`config.mk`:
```
export PLATFORM = sky130hd
export DESIGN_NAME = wut_top
export DESIGN_NICKNAME = d
export VERILOG_FILES = /design/src/rtl/wut_pkg.sv /design/src/rtl/wut_tick_if.sv /design/src/rtl/wut_top.sv /design/src/rtl/wut_prescaler.sv /design/src/rtl/wut_countdown.sv
export SDC_FILE = /design/constraint.sdc
export NUM_CORES = 1
export LEC_CHECK = 0
export BUFFER_PORTS_ARGS = -buffer_cell sky130_fd_sc_hd__buf_2
export CORE_ASPECT_RATIO = 0.75
export CORE_UTILIZATION = 23
export CTS_CLUSTER_DIAMETER = 40
export DETAILED_ROUTE_END_ITERATION = 16
export GPL_ROUTABILITY_DRIVEN = 0
export HOLD_SLACK_MARGIN = 0.05
export PLACE_DENSITY_LB_ADDON = 0.1
export SETUP_SLACK_MARGIN = 0.02
export SLEW_MARGIN = 5
export SYNTH_ARGS = -nofsm -noshare
export SYNTH_HDL_FRONTEND = slang
export SYNTH_HIERARCHICAL = 1
export SYNTH_SLANG_ARGS = --single-unit
```
`constraint.sdc`:
```
create_clock -name mclk_i -period 7.54 [get_ports mclk_i]
set_input_delay 0.754 -clock mclk_i [delete_from_list [all_inputs] [get_ports mclk_i]]
set_output_delay 0.754 -clock mclk_i [all_outputs]
set_load 0.03 [all_outputs]
```
`src/rtl/wut_pkg.sv`:
```
// wake-up timer package: register map, field positions, reset values, tables
package wut_pkg;

    // ----------------------------------------------------------------
    // bus geometry
    // ----------------------------------------------------------------
    localparam int ADDR_W = 10; // register address width
    localparam int DATA_W = 8;  // register data width

    // ----------------------------------------------------------------
    // register offsets
    // ----------------------------------------------------------------
    localparam logic [9:0] OFF_CFG_UPPER = 10'h030c; // trim and divider
    localparam logic [9:0] OFF_CFG_LOWER = 10'h030d; // enables and arm
    localparam logic [9:0] OFF_RLD_UPPER = 10'h030e; // reload [15:8]
    localparam logic [9:0] OFF_RLD_LOWER = 10'h030f; // reload [7:0]
    localparam logic [9:0] OFF_FLAG_CLR = 10'h0310;  // timeout flag clear
    localparam logic [9:0] OFF_STATUS = 10'h0311;    // timeout status
    localparam logic [9:0] OFF_IRQ_STAT = 10'h0320;  // sticky events
    localparam logic [9:0] OFF_IRQ_MASK = 10'h0321;  // event mask

    // ----------------------------------------------------------------
    // field positions
    // ----------------------------------------------------------------
    localparam int TRIM_MSB = 6;       // coarse trim field [6:3]
    localparam int TRIM_LSB = 3;
    localparam int DIV_MSB = 2;        // divider select field [2:0]
    localparam int BIT_RC_EN = 6;      // rc oscillator enable
    localparam int BIT_XTAL_EN = 5;    // crystal oscillator enable
    localparam int BIT_CLKSEL = 4;     // 1 rc, 0 crystal
    localparam int BIT_RETAIN = 3;     // retention ram power in sleep
    localparam int BIT_ARM = 0;        // wake on timeout
    localparam int BIT_FLAG_CLR = 0;   // write 1 clears latched flag
    localparam int BIT_ST_FLAG = 1;    // latched timeout flag
    localparam int BIT_ST_EVENT = 0;   // instantaneous timeout
    localparam int BIT_IRQ_TMO = 0;    // timeout interrupt source

    // ----------------------------------------------------------------
    // reset values
    // ----------------------------------------------------------------
    localparam logic [7:0] RST_CFG = 8'h00;
    localparam logic [7:0] RST_RLD = 8'h00;
    localparam logic [7:0] RST_MASK = 8'h00;
    localparam logic [15:0] RST_COUNT = 16'h0000;
    localparam logic [3:0] TRIM_NOMINAL = 4'b1101; // 0% frequency shift

    // ----------------------------------------------------------------
    // divider table: source edges per tick, minus one
    // ----------------------------------------------------------------
    function automatic logic [15:0] div_last(input logic [2:0] sel);
        case (sel)
            3'd0: div_last = 16'h0000; // divide by 1
            3'd1: div_last = 16'h0003; // divide by 4
            3'd2: div_last = 16'h0007; // divide by 8
            3'd3: div_last = 16'h000f; // divide by 16
            3'd4: div_last = 16'h007f; // divide by 128
            3'd5: div_last = 16'h03ff; // divide by 1024
            3'd6: div_last = 16'h1fff; // divide by 8192
            default: div_last = 16'hffff; // divide by 65536
        endcase
    endfunction

endpackage

```
`src/rtl/wut_tick_if.sv`:
```
// wake-up timer interface: prescaled tick from divider to countdown
`timescale 1ns/10ps
`default_nettype none
interface wut_tick_if;
    logic tick; // one-cycle enable at the prescaled rate
    modport prescaler (output tick);
    modport counter (input tick);
endinterface
`default_nettype wire

```
`src/rtl/wut_top.sv`:
```
// wake-up timer top: registers, source select, counter, wake and irq
//
// Function
// - sleep entry wipes configuration byte images
// - 16-bit reload, zero count raises wake event
// - one decrement per tick, eight divider ratios
// - upper reload byte staged until lower write
// - coarse trim code shifts rc frequency
// - bits six, five enable rc, crystal oscillators
// - bit four selects rc or crystal source
// - bit three keeps retention ram powered
// - wake on timeout only when armed
// - lower reload byte commits full value
// - latched flag until clear, plus live event
//
// Chosen here: the address-and-strobe port.
`timescale 1ns/10ps
`default_nettype none
module wut_top (
    input wire logic mclk_i,
    input wire logic nrst_i,
    // register port
    input wire logic [wut_pkg::ADDR_W-1:0] addr_i,
    input wire logic [wut_pkg::DATA_W-1:0] wr_data_i,
    input wire logic wr_i,
    input wire logic rd_i,
    output logic [wut_pkg::DATA_W-1:0] rd_data_o,
    // oscillator pins and controls
    input wire logic rc_osc_clk_i,
    input wire logic xtal_osc_clk_i,
    output logic rc_osc_enable_o,
    output logic crystal_osc_enable_o,
    output logic [3:0] rc_osc_coarse_trim_o,
    // power manager
    input wire logic sleep_state_i,
    output logic retention_ram_power_keep_o,
    output logic wake_o,
    output logic irq_o
);
    import wut_pkg::*;

    // ----------------------------------------------------------------
    // declarations
    // ----------------------------------------------------------------
    logic [7:0] cfg_upper_img;   // written upper config byte image
    logic [7:0] rld_upper_img;   // written upper reload byte image
    logic [7:0] cfg_upper;       // applied trim and divider
    logic [7:0] cfg_lower;       // applied enables, select, arm
    logic [15:0] reload_value;   // committed reload value
    logic [15:0] load_value;     // value the counter loads or reloads
    logic commit;                // lower reload byte written
    logic apply_cfg;             // lower config byte written
    logic sleep_prev;            // sleep level last cycle
    logic sleep_entry;           // first cycle of sleep
    logic [1:0] rc_sync;         // rc pin synchroniser
    logic [1:0] xt_sync;         // crystal pin synchroniser
    logic rc_prev;               // rc level after synchroniser
    logic xt_prev;               // crystal level after synchroniser
    logic src_pulse;             // one pulse per selected source period
    logic [15:0] count;          // present count
    logic timeout;               // one-cycle timeout event
    logic timeout_flag;          // latched timeout flag
    logic flag_clr;              // software flag clear request
    logic [7:0] irq_stat;        // sticky event bits
    logic [7:0] irq_mask;        // event enables
    logic stat_rd;               // read of the sticky event register
    logic [7:0] next_rd_data;    // read mux output

    wut_tick_if tick_bus ();

    // ----------------------------------------------------------------
    // write decode
    // ----------------------------------------------------------------
    assign apply_cfg = wr_i && addr_i == OFF_CFG_LOWER;
    assign commit = wr_i && addr_i == OFF_RLD_LOWER;
    assign flag_clr = wr_i && addr_i == OFF_FLAG_CLR
                      && wr_data_i[BIT_FLAG_CLR];
    assign stat_rd = rd_i && addr_i == OFF_IRQ_STAT;
    // staged upper byte and bus lower byte only while committing, else the held reload value
    assign load_value = commit ? {rld_upper_img, wr_data_i}
                               : reload_value;
    assign sleep_entry = sleep_state_i && !sleep_prev;

    // sleep edge tracking
    always_ff @(posedge mclk_i or negedge nrst_i) begin
        if (!nrst_i) begin
            sleep_prev <= 1'b0;
        end else begin
            sleep_prev <= sleep_state_i;
        end
    end

    // ----------------------------------------------------------------
    // byte images: the configuration ram copy, lost in sleep
    // ----------------------------------------------------------------
    always_ff @(posedge mclk_i or negedge nrst_i) begin
        if (!nrst_i) begin
            cfg_upper_img <= RST_CFG;
            rld_upper_img <= RST_RLD;
        end else if (sleep_entry) begin
            // contents do not survive sleep
            cfg_upper_img <= RST_CFG;
            rld_upper_img <= RST_RLD;
        end else if (wr_i) begin
            if (addr_i == OFF_CFG_UPPER) begin
                cfg_upper_img <= wr_data_i;
            end else if (addr_i == OFF_RLD_UPPER) begin
                // held back until the lower byte arrives
                rld_upper_img <= wr_data_i;
            end
        end
    end

    // ----------------------------------------------------------------
    // applied configuration, kept by the always-on timer
    // ----------------------------------------------------------------
    always_ff @(posedge mclk_i or negedge nrst_i) begin
        if (!nrst_i) begin
            cfg_upper <= RST_CFG;
            cfg_lower <= RST_CFG;
        end else if (apply_cfg) begin
            // upper byte takes effect with the lower write
            cfg_upper <= cfg_upper_img;
            cfg_lower <= wr_data_i;
        end
    end

    // ----------------------------------------------------------------
    // reload value commit
    // ----------------------------------------------------------------
    always_ff @(posedge mclk_i or negedge nrst_i) begin
        if (!nrst_i) begin
            reload_value <= {RST_RLD, RST_RLD};
        end else if (commit) begin
            // both halves land together
            reload_value <= {rld_upper_img, wr_data_i};
        end
    end

    // ----------------------------------------------------------------
    // oscillator pin synchronisers and edge pulses
    // ----------------------------------------------------------------
    always_ff @(posedge mclk_i or negedge nrst_i) begin
        if (!nrst_i) begin
            rc_sync <= 2'b00;
            xt_sync <= 2'b00;
            rc_prev <= 1'b0;
            xt_prev <= 1'b0;
        end else begin
            rc_sync <= {rc_sync[0], rc_osc_clk_i};
            xt_sync <= {xt_sync[0], xtal_osc_clk_i};
            rc_prev <= rc_sync[1];
            xt_prev <= xt_sync[1];
        end
    end

    // pick the source, counting only while that oscillator runs
    always_comb begin
        if (cfg_lower[BIT_CLKSEL]) begin
            src_pulse = cfg_lower[BIT_RC_EN]
                        && rc_sync[1] && !rc_prev;
        end else begin
            src_pulse = cfg_lower[BIT_XTAL_EN]
                        && xt_sync[1] && !xt_prev;
        end
    end

    // ----------------------------------------------------------------
    // prescaler and countdown
    // ----------------------------------------------------------------
    wut_prescaler u_prescaler (
        .mclk_i(mclk_i),
        .nrst_i(nrst_i),
        .src_pulse_i(src_pulse),
        .div_sel_i(cfg_upper[DIV_MSB:0]),
        .restart_i(apply_cfg),
        .tk(tick_bus.prescaler)
    );

    wut_countdown u_countdown (
        .mclk_i(mclk_i),
        .nrst_i(nrst_i),
        .tk(tick_bus.counter),
        .load_i(commit),
        .reload_i(load_value),
        .count_o(count),
        .timeout_o(timeout)
    );

    // ----------------------------------------------------------------
    // latched timeout flag
    // ----------------------------------------------------------------
    always_ff @(posedge mclk_i or negedge nrst_i) begin
        if (!nrst_i) begin
            timeout_flag <= 1'b0;
        end else if (timeout) begin
            // a new event beats a clear in the same cycle
            timeout_flag <= 1'b1;
        end else if (flag_clr) begin
            timeout_flag <= 1'b0;
        end
    end

    // ----------------------------------------------------------------
    // interrupt status, mask and output
    // ----------------------------------------------------------------
    always_ff @(posedge mclk_i or negedge nrst_i) begin
        if (!nrst_i) begin
            irq_stat <= RST_MASK;
        end else begin
            // read clears, set wins
            if (stat_rd) begin
                irq_stat <= RST_MASK;
            end
            if (timeout) begin
                irq_stat[BIT_IRQ_TMO] <= 1'b1;
            end
        end
    end

    // mask written by software
    always_ff @(posedge mclk_i or negedge nrst_i) begin
        if (!nrst_i) begin
            irq_mask <= RST_MASK;
        end else if (wr_i && addr_i == OFF_IRQ_MASK) begin
            irq_mask <= wr_data_i;
        end
    end

    // level interrupt, one cycle behind the status bits
    always_ff @(posedge mclk_i or negedge nrst_i) begin
        if (!nrst_i) begin
            irq_o <= 1'b0;
        end else begin
            irq_o <= |(irq_stat & irq_mask);
        end
    end

    // ----------------------------------------------------------------
    // read path
    // ----------------------------------------------------------------
    always_comb begin
        next_rd_data = 8'h00;
        if (!rd_i) begin
            next_rd_data = 8'h00;
        end else if (addr_i == OFF_STATUS) begin
            next_rd_data[BIT_ST_FLAG] = timeout_flag;
            next_rd_data[BIT_ST_EVENT] = count == RST_COUNT;
        end else if (addr_i == OFF_IRQ_STAT) begin
            next_rd_data = irq_stat;
        end else if (addr_i == OFF_IRQ_MASK) begin
            next_rd_data = irq_mask;
        end else begin
            // write-only and unmapped addresses read zero
            next_rd_data = 8'h00;
        end
    end

    // read data stand only in the cycle after the strobe
    always_ff @(posedge mclk_i or negedge nrst_i) begin
        if (!nrst_i) begin
            rd_data_o <= 8'h00;
        end else begin
            rd_data_o <= next_rd_data;
        end
    end

    // ----------------------------------------------------------------
    // oscillator and power outputs
    // ----------------------------------------------------------------
    always_ff @(posedge mclk_i or negedge nrst_i) begin
        if (!nrst_i) begin
            rc_osc_enable_o <= 1'b0;
            crystal_osc_enable_o <= 1'b0;
            rc_osc_coarse_trim_o <= RST_CFG[TRIM_MSB:TRIM_LSB];
            retention_ram_power_keep_o <= 1'b0;
        end else begin
            rc_osc_enable_o <= cfg_lower[BIT_RC_EN];
            crystal_osc_enable_o <= cfg_lower[BIT_XTAL_EN];
            rc_osc_coarse_trim_o <= cfg_upper[TRIM_MSB:TRIM_LSB];
            retention_ram_power_keep_o <= cfg_lower[BIT_RETAIN];
        end
    end

    // ----------------------------------------------------------------
    // wake request
    // ----------------------------------------------------------------
    always_ff @(posedge mclk_i or negedge nrst_i) begin
        if (!nrst_i) begin
            wake_o <= 1'b0;
        end else begin
            // only an armed timer wakes a sleeping device
            wake_o <= timeout && cfg_lower[BIT_ARM] && sleep_state_i;
        end
    end

    // ----------------------------------------------------------------
    // checks
    // ----------------------------------------------------------------
    AST_SLEEP_WIPE: assert property (@(posedge mclk_i) disable iff (!nrst_i)
        sleep_state_i && !sleep_prev
        |=> cfg_upper_img == 8'h00 && rld_upper_img == 8'h00)
        else $error("byte images survived sleep entry");

    AST_UPPER_STAGED: assert property (@(posedge mclk_i) disable iff (!nrst_i)
        wr_i && addr_i == OFF_RLD_UPPER
        |=> reload_value == $past(reload_value))
        else $error("upper reload byte applied before lower write");

    AST_COMMIT: assert property (@(posedge mclk_i) disable iff (!nrst_i)
        wr_i && addr_i == OFF_RLD_LOWER
        |=> reload_value == {$past(rld_upper_img), $past(wr_data_i)}
            && count == reload_value)
        else $error("lower reload write did not commit the value");

    AST_WAKE_CAUSE: assert property (@(posedge mclk_i) disable iff (!nrst_i)
        wake_o |-> $past(timeout) && $past(cfg_lower[BIT_ARM]))
        else $error("wake without an armed timeout");

    AST_NO_WAKE_UNARMED: assert property (@(posedge mclk_i)
        disable iff (!nrst_i)
        timeout && !cfg_lower[BIT_ARM] |=> !wake_o)
        else $error("wake raised while disarmed");

    AST_WAKE_ON_ZERO: assert property (@(posedge mclk_i) disable iff (!nrst_i)
        timeout && cfg_lower[BIT_ARM] && sleep_state_i
        |=> wake_o && count == 16'h0000)
        else $error("armed timeout did not wake");

    AST_FLAG_HOLD: assert property (@(posedge mclk_i) disable iff (!nrst_i)
        timeout_flag && !flag_clr |=> timeout_flag)
        else $error("timeout flag dropped without clear");

    AST_FLAG_SET: assert property (@(posedge mclk_i) disable iff (!nrst_i)
        timeout |=> timeout_flag ##1 irq_stat[BIT_IRQ_TMO] || $past(stat_rd))
        else $error("timeout not latched");

    AST_RETAIN: assert property (@(posedge mclk_i) disable iff (!nrst_i)
        apply_cfg |=> ##1 retention_ram_power_keep_o
                          == $past(wr_data_i[BIT_RETAIN], 2))
        else $error("retention power does not follow its bit");

    AST_OSC_EN: assert property (@(posedge mclk_i) disable iff (!nrst_i)
        apply_cfg |=> ##1 rc_osc_enable_o == $past(wr_data_i[BIT_RC_EN], 2)
            && crystal_osc_enable_o == $past(wr_data_i[BIT_XTAL_EN], 2))
        else $error("oscillator enables do not follow their bits");

    AST_SRC_SEL: assert property (@(posedge mclk_i) disable iff (!nrst_i)
        src_pulse |-> (cfg_lower[BIT_CLKSEL] ? cfg_lower[BIT_RC_EN]
                                             : cfg_lower[BIT_XTAL_EN]))
        else $error("count source taken from a disabled oscillator");

endmodule // wut_top
`default_nettype wire

```
`src/rtl/wut_prescaler.sv`:
```
// wake-up timer prescaler: divides the 32 kHz edge pulses into ticks
`timescale 1ns/10ps
`default_nettype none
module wut_prescaler (
    input wire logic mclk_i,
    input wire logic nrst_i,
    input wire logic src_pulse_i,     // one pulse per source period
    input wire logic [2:0] div_sel_i, // divider code
    input wire logic restart_i,       // config applied, restart division
    wut_tick_if.prescaler tk
);
    import wut_pkg::*;

    logic [15:0] div_cnt; // source edges seen in this tick period

    // ----------------------------------------------------------------
    // division counter
    // ----------------------------------------------------------------
    always_ff @(posedge mclk_i or negedge nrst_i) begin
        if (!nrst_i) begin
            div_cnt <= RST_COUNT;
        end else if (restart_i) begin
            div_cnt <= RST_COUNT;
        end else if (src_pulse_i) begin
            // wrap at the selected divisor
            if (div_cnt >= div_last(div_sel_i)) begin
                div_cnt <= RST_COUNT;
            end else begin
                div_cnt <= div_cnt + 16'h0001;
            end
        end
    end

    // tick on the last source edge of each period
    assign tk.tick = src_pulse_i && !restart_i
                     && (div_cnt >= div_last(div_sel_i));

    // ----------------------------------------------------------------
    // checks
    // ----------------------------------------------------------------
    AST_TICK_SPACING: assert property (@(posedge mclk_i) disable iff (!nrst_i)
        tk.tick && div_sel_i != 3'd0 |-> !$past(tk.tick))
        else $error("prescaled tick repeated with divider above one");

endmodule // wut_prescaler
`default_nettype wire

```
`src/rtl/wut_countdown.sv`:
```
// wake-up timer countdown: 16-bit down counter with reload
`timescale 1ns/10ps
`default_nettype none
module wut_countdown (
    input wire logic mclk_i,
    input wire logic nrst_i,
    wut_tick_if.counter tk,
    input wire logic load_i,             // reload value just committed
    input wire logic [15:0] reload_i,    // committed reload value
    output logic [15:0] count_o,         // present count
    output logic timeout_o               // count reached zero this tick
);
    import wut_pkg::*;

    logic [15:0] next_count; // count after this tick

    // on zero reload and keep going, else step down
    always_comb begin
        next_count = (count_o == RST_COUNT) ? reload_i
                                            : count_o - 16'h0001;
    end

    // ----------------------------------------------------------------
    // counter register
    // ----------------------------------------------------------------
    always_ff @(posedge mclk_i or negedge nrst_i) begin
        if (!nrst_i) begin
            count_o <= RST_COUNT;
        end else if (load_i) begin
            count_o <= reload_i;
        end else if (tk.tick) begin
            count_o <= next_count;
        end
    end

    // event when a tick brings the count to zero
    assign timeout_o = tk.tick && !load_i && next_count == RST_COUNT;

    AST_STEP_DOWN: assert property (@(posedge mclk_i) disable iff (!nrst_i)
        tk.tick && !load_i && count_o != 16'h0000
        |=> count_o == $past(count_o) - 16'h0001)
        else $error("count did not step down on a tick");

    AST_RELOAD: assert property (@(posedge mclk_i) disable iff (!nrst_i)
        tk.tick && !load_i && count_o == 16'h0000
        |=> count_o == $past(reload_i))
        else $error("count did not reload after timeout");

endmodule // wut_countdown
`default_nettype wire

```
# Yosys cells after proc, flatten, opt, wreduce, memory -nomap -nowiden
# Cells that the tools add are included.
[totals]
reg_bits = 111
output_inout_bits = 17
[classes]
add_sub_neg = 2
n_lt_le_gt_ge = 2
n_eq_ne = 15
n_mux = 27
bitwise_logic = 1
n_reduce_logical = 35
[ops]
columns = ["operator", "count"]
rows = [
  ["$mux W16", 9],
  ["$pmux W16 S7", 1],
  ["$eq A10 B10 Y1 const B", 8],
  ["$mux W8", 7],
  ["$ge A16 B16 Y1", 2],
  ["$logic_not A16 Y1", 2],
  ["$mux W7", 3],
  ["$logic_and A1 B1 Y1", 17],
  ["$add A16 B1 Y16 const B", 1],
  ["$sub A16 B1 Y16 const B", 1],
  ["$reduce_bool A2 Y1", 7],
  ["$eq A3 B3 Y1 const B", 3],
  ["$and A1 B8 Y8", 1],
  ["$reduce_or A8 Y1", 1],
  ["$eq A3 B2 Y1 const B", 2],
  ["$mux W6", 1],
  ["$logic_not A1 Y1", 5],
  ["$mux W1", 5],
  ["$eq A3 B1 Y1 const B", 1],
  ["$logic_not A3 Y1", 1],
  ["$reduce_and A3 Y1", 1],
  ["$mux W2", 1],
  ["$ne A2 B2 Y1 const B", 1],
  ["$reduce_and A2 Y1", 1],
]

# Longest topological paths before layout
[depth]
depth_word = 9
depth_mapped = 14

# Modules after synthesis
# Netlist, hierarchy kept.
[by_module_without_submodules]
columns = ["mod", "instances", "cells_each", "area_per_inst_um2", "seq_area_each_um2"]
rows = [
  ["wut_top", 1, 196, 3020.4, 1926.8],
  ["wut_countdown", 1, 179, 1457.6, 400.4],
  ["wut_prescaler", 1, 138, 1272.5, 400.4],
]

# Least setup slack after synthesis
# OpenSTA, ideal clock, no wires.
[synth_path]
kind = "reg2reg"
from = "register cfg_upper[0]"
to = "register wake_o"
setup_ps = 67
arrival_time_ps = 2918
t_required_ps = 7473
path_slack_ps = 4555
path_stages_with_launch = 14
path_buffers = 1
period_less_slack_ps = 2985
path_cell_list = "dfrtp_1 or3_1 ha_1 nand2b_1 a31oi_1 o21ai_2 a2111oi_2 nor2_1 clkbuf_1 nand2_1 nor4_1 o211ai_1 a221oi_2 and3_1"
[synth_via]
elab_chain_len = 8
elab_cells_between_ends = 14
cone_classes = "order compare (1); eq/ne (6); mux (1); reduce/logical (6)"
[synth_rtl]
columns = ["element", "line", "rtl"]
rows = [
  ["start, declared", "wut_top.sv:47", "logic [7:0] cfg_upper;"],
  ["start signal, assigned", "wut_top.sv:123", "cfg_upper <= cfg_upper_img;"],
  ["$eq A3 B3 Y1, or another cell as far along", "wut_pkg.sv:51", "case (sel)"],
  ["$pmux W16 S7 (*)", "wut_pkg.sv:51", ""],
  ["$ge A16 B16 Y1 (*)", "wut_prescaler.sv:36", "&& (div_cnt >= div_last(div_sel_i));"],
  ["$logic_and A1 B1 Y1 (*)", "wut_prescaler.sv:36", ""],
  ["via tick_bus.tick", "wut_tick_if.sv:5", "logic tick;"],
  ["$logic_and A1 B1 Y1 (*) (2 in a row)", "wut_countdown.sv:37", "assign timeout_o = tk.tick && !load_i && next_count == RST_COUNT;"],
  ["via timeout", "wut_top.sv:61", "logic timeout;"],
  ["$logic_and A1 B1 Y1 (*) (2 in a row)", "wut_top.sv:293", "wake_o <= timeout && cfg_lower[BIT_ARM] && sleep_state_i;"],
  ["end signal, assigned", "wut_top.sv:293", ""],
  ["end, declared", "wut_top.sv:37", "output logic wake_o,"],
]
# Mark *: on every way through the listed nets, which the timed path passes. The rest lies on a longest branch.
# A chain may end at the register's enable or synchronous reset.

# Worst setup path after layout
[layout_path]
from = "register cfg_upper[1]"
to = "register u_countdown.count_o[9]"
[layout_via]
elab_chain_len = 5
elab_cells_between_ends = 11
cone_classes = "order compare (1); eq/ne (6); mux (1); reduce/logical (3)"
[layout_rtl]
columns = ["element", "line", "rtl"]
rows = [
  ["$eq A3 B3 Y1, or another cell as far along", "wut_pkg.sv:51", ""],
  ["$pmux W16 S7 (*)", "wut_pkg.sv:51", ""],
  ["$ge A16 B16 Y1 (*)", "wut_prescaler.sv:36", ""],
  ["$logic_and A1 B1 Y1 (*)", "wut_prescaler.sv:36", ""],
  ["via tick_bus.tick", "wut_tick_if.sv:5", ""],
  ["$reduce_bool A2 Y1 (no source line) (*)", "--", ""],
  ["end signal, assigned", "wut_countdown.sv:30", "count_o <= reload_i;"],
  ["end signal, assigned", "wut_countdown.sv:32", "count_o <= next_count;"],
  ["end, declared", "wut_countdown.sv:10", "output logic [15:0] count_o,"],
]
# Marked as above.

==> out/results.env <==
STATUS='finished clean'
ANT_NETS=0
DRV_CAP=0
MAX_FREQ_MHz=281
YS_SEQ_ELEMENTS=109
PWR_DENSITY_CELL_nW_PER_UM2=199
ROUTED_WIRELENGTH_MM=16.2
SYNTH_LARGEST_TYPE_AREA_FRACTION_PCT=47.4
POST-CTS-SETUP-BUFFERS=0
WORST-SLEW-PIN-TRANSITION_NS=0.951
SYNTH_TOP_FLOP_CELL='dfrtp_1'
COUNT_OF_INSERTED_ANTENNA_DIODE_CELLS=0
SYNTH.AREA.MUX_SHARE_PCT=9.92
PLACE_WS_NS=3.86
GRT_PASS1_VIAS=4165
DIE-AREA_UM2=25600
FINISH.INSTANCE_AREA_UM2=6550
TOTAL_GLOBAL_ROUTE_TRACK_USAGE_PCT=13.5
NETS=586
CLK_PIN_SLEW_WORST_PATHS_NS=0.08
SLEW_HEADROOM_PCT=36.4
FINAL.SETUP.WORST_SLACK_NS=3.98
PEAKVDDDROP_mV=0.0997
GRT_ANTENNA_BEFORE_REPAIR=2
GRT_PASS1_WL_MM=26.0
WORSTREGTOREGCELLS=11
YS_WARN_COUNT=6
SYNTH_NETS=554
INITIAL_CORE_UTIL_PCT=23.7
CLOCK_SKEW_NS=0.0123
SYNTHESIZED_AREA_FRACTION_OCCUPIED_BY_ADDER_CELLS_PCT=3.48
FINALHOLDWORSTSLACK_NS=0.357
GRT_START_MAX_NET_PINS=71
POST_SYNTH_NUM_CELL_TYPES=76
DETAILEDROUTE.FIRSTITERATIONVIOLATIONS=242
FILLCELLCOUNT=2582
ARRIVAL_NS=3.78
RR_STARTPOINT='cfg_upper[1]$_DFFE_PN0P_'
YS_TOP_CELLS_BY_AREA='dfrtp_1, mux2_2, ha_1'
SYNTH_AREA_UM2=5750
CTS_MADE_BUFFERS=9
CP_COMMON_CELL='nand2b_1'
UNREPAIRED_SETUP_ENDPOINTS_AFTER_GLOBAL_ROUTING='no'
MOSTFREQUENTLAYOUTCELL='dfrtp_1'
YOSYSSEQAREASHARE_PCT=47.4
SETUP-VIOLATIONS-FINAL=0
HOLD_PATH_CLASS='in -> async'
FINAL-HOLD-VIOLATION-COUNT=0
CRITPATHCAPTURETYPE='register'
POST-ROUTE-MIN-PERIOD_NS=3.56
ROUTED-VIA-COUNT=4160
SYNTH-ASYNC-RESET-RATIO_PCT=100
SETUP.WORST_PATH.START_CLASS='register'
SOURCE_OF_THE_CRITICAL_TIMING_PATH='cfg_upper[1]$_DFFE_PN0P_'
CP_CELL_SEQUENCE='or3_1 > ha_1 > nand2b_1 > a31oi_1 > o21ai_2 > a2111oi_2 > nor2_1 > buf_4 > a31oi_2 > nand2b_1 > o311ai_0'
SYNTH.AVG_CELL_AREA_UM2=11.2
PLACED_CELL_AREA_UM2=6240
POST_SYNTH_XOR_AREA_FRACTION_PCT=0.457
POWER_CONSUMPTION_mW=1.31
TOTAL_LEAKAGE_POWER_nW=2.96
DIE_WIDTH_UM=185
H-TREE-DEPTH=3
SYNTH-EDFF-COUNT=0
SYNTH_LARGEST_AREA_CELL='dfrtp_1'
FIN_SETUP_TNS_NS=0
SYNTH-COMPOUND-AREA-SHARE_PCT=14.9
PLACED_WIRE_LENGTH_ESTIMATE_AFTER_DETAILED_PLACEMENT_MM=11.8
CLOCK-ROOT-BUFFER='clkbuf_16'
NETLIST_INSTANCES=513
WORST_SKEW_LATE_LATENCY_NS=0.36
CTSLONGESTPATHBUFFERS=2
GR-TOTAL-OVERFLOW=0
IOPINCOUNT=42
ROUTE.DETAILED.VIAS_PER_INST=4.72
POSTCTSHOLDBUFS=0
CLKSINKCOUNT=109
TIMING_MAX_TRANSITION_VIOLATIONS_FINAL=0
SHARE_OF_CELLS_ABOVE_DRIVE_STRENGTH_1_PCT=23.3
ROUTE.DETAILED.DRC=0
TRITONCTS='built'
FP.COREAREA_UM2=24300
LAYOUT_COMMON_CELLS='dfrtp_1, nor2_1, buf_2, a21oi_1, mux2_2'
SYNTH-SIMPLE-AREA-SHARE_PCT=19.7
MAIN_COMBINATIONAL_CELL_FAMILY_BY_AREA_AFTER_SYNTHESIS='simple AND/OR/NAND/NOR gates'
CRIT_REQUIRED_NS=7.77
PORT-BUFFER-COUNT=41
CRITICALPATHCATEGORY='reg -> reg'
FLOW.AREA_GROWTH_FROM_SYNTHESIS_PCT=13.9
FLOORPLAN.DIE.HEIGHT_UM=139
WL_PER_CELL_UM=18.4
DRT_FIRST_PASS_ITERS=4
NUMBER_OF_PLACEMENT_ROWS=49
CRIT_PATH_MAX_INCR_DELAY_NS=0.72
CRITPATHSLOWESTCELL='a31oi_2'
FIN_CRIT_SH_PCT=47.2
POST_CTS_RESIZE_COUNT=0
TIMING.CRITICAL_PATH.FANOUT_MAX=22
report_power, final:
part           switching (mW)  internal (mW)  total (mW)
clock network           0.231          0.270       0.501
logic                   0.124         0.0653       0.190
registers              0.0196          0.595       0.615
total                   0.375          0.930        1.31
flip-flops by register name (all words and copies together), names as in the netlist, 2 cells and up:
name	flops
rc_osc_coarse_trim_o	4
rd_data_o	8
irq_mask	8
rc_sync	2
rld_upper_img	8
cfg_upper_img	7
u_countdown/count_o	16
reload_value	16
cfg_upper	7
cfg_lower	5
xt_sync	2
u_prescaler/div_cnt	16
cells by family (layout without fill, tap and decap cells):
| group | after synthesis | in the layout |
|---|---|---|
| buffers and inverters | 39 | 76 |
| AOI/OAI and AO/OA | 117 | 117 |
| adders and majority gates | 16 | 16 |
| xor gates and xnor gates | 3 | 3 |
| and+or+nand+nor | 181 | 181 |
| muxes | 48 | 48 |
| DFF | 109 | 109 |
worst max-delay path: cells and delay by family, from the launching register on:
kind / cells / cell delay (ns)
AND/OR/NAND/NOR: 4 / 0.86
AO/OA/AOI/OAI: 5 / 1.59
adder cells (fa/ha/maj): 1 / 0.28
flip-flops: 1 / 0.45
buffers and inverters: 1 / 0.23
final timing paths:
check | to | slack, ns
max | u_countdown/count_o[9]$_DFFE_PN0P_ | 3.98
min | u_prescaler/div_cnt[12]$_DFFE_PN0P_ | 0.36
max reg2reg | u_countdown/count_o[9]$_DFFE_PN0P_ | 3.98
min reg2reg | xt_sync[1]$_DFF_PN0_ | 0.36
max in group asynchronous | rc_prev$_DFF_PN0_ | 5.83
min in group mclk_i | xt_sync[1]$_DFF_PN0_ | 0.36
cell type report:
class	count	area, µm²	area share [%]
Clock inverter	6	70.1	1.07
Clock buffer	10	239	3.65
Inverter	14	52.6	0.802
Multi-Input combinational cell	365	2800	42.8
Tap cell	331	414	6.32
Timing Repair Buffer	46	245	3.74
Sequential cell	109	2730	41.6
metrics by stage:
step	util, %	instances
after floorplan	-	513
after global placement	25.7	865
after detailed placement	25.7	865
after CTS	27.0	881
after global routing	27.0	881
final	27.0	881
synthesized netlist by cell type (6+ instances only):
| master | number |
|---|---|
| inv_1 | 14 |
| o21ai_0 | 10 |
| nand2b_1 | 12 |
| a21oi_1 | 25 |
| mux2_2 | 24 |
| nand4_1 | 8 |
| ha_1 | 16 |
| nor4_1 | 8 |
| o21a_1 | 6 |
| and3_1 | 8 |
| o22a_1 | 7 |
| nor4b_1 | 6 |
| nor2_1 | 42 |
| or3_1 | 8 |
| mux2i_1 | 12 |
| a31oi_1 | 15 |
| buf_4 | 7 |
| mux2_4 | 12 |
| nor3_1 | 12 |
| buf_6 | 7 |
| dfrtp_1 | 109 |
| a22o_1 | 9 |
| nand2_1 | 20 |
| and2_1 | 10 |
| nand3_1 | 16 |
| a21o_1 | 6 |
per-layer routing:
| layer | part of all wire [%] | global-route usage, % | vias to the layer above | wire length (µm) |
|---|---|---|---|---|
| met5 | 0.14 | 0 | - | 22 |
| met4 | 0.72 | 2.85 | 4 | 117 |
| met3 | 4.1 | 3.26 | 14 | 663 |
| met2 | 38 | 17.1 | 87 | 6200 |
| met1 | 57 | 22.2 | 2073 | 9220 |
| li1 | - | - | 1982 | - |
(Power assumes the default switching activity.)
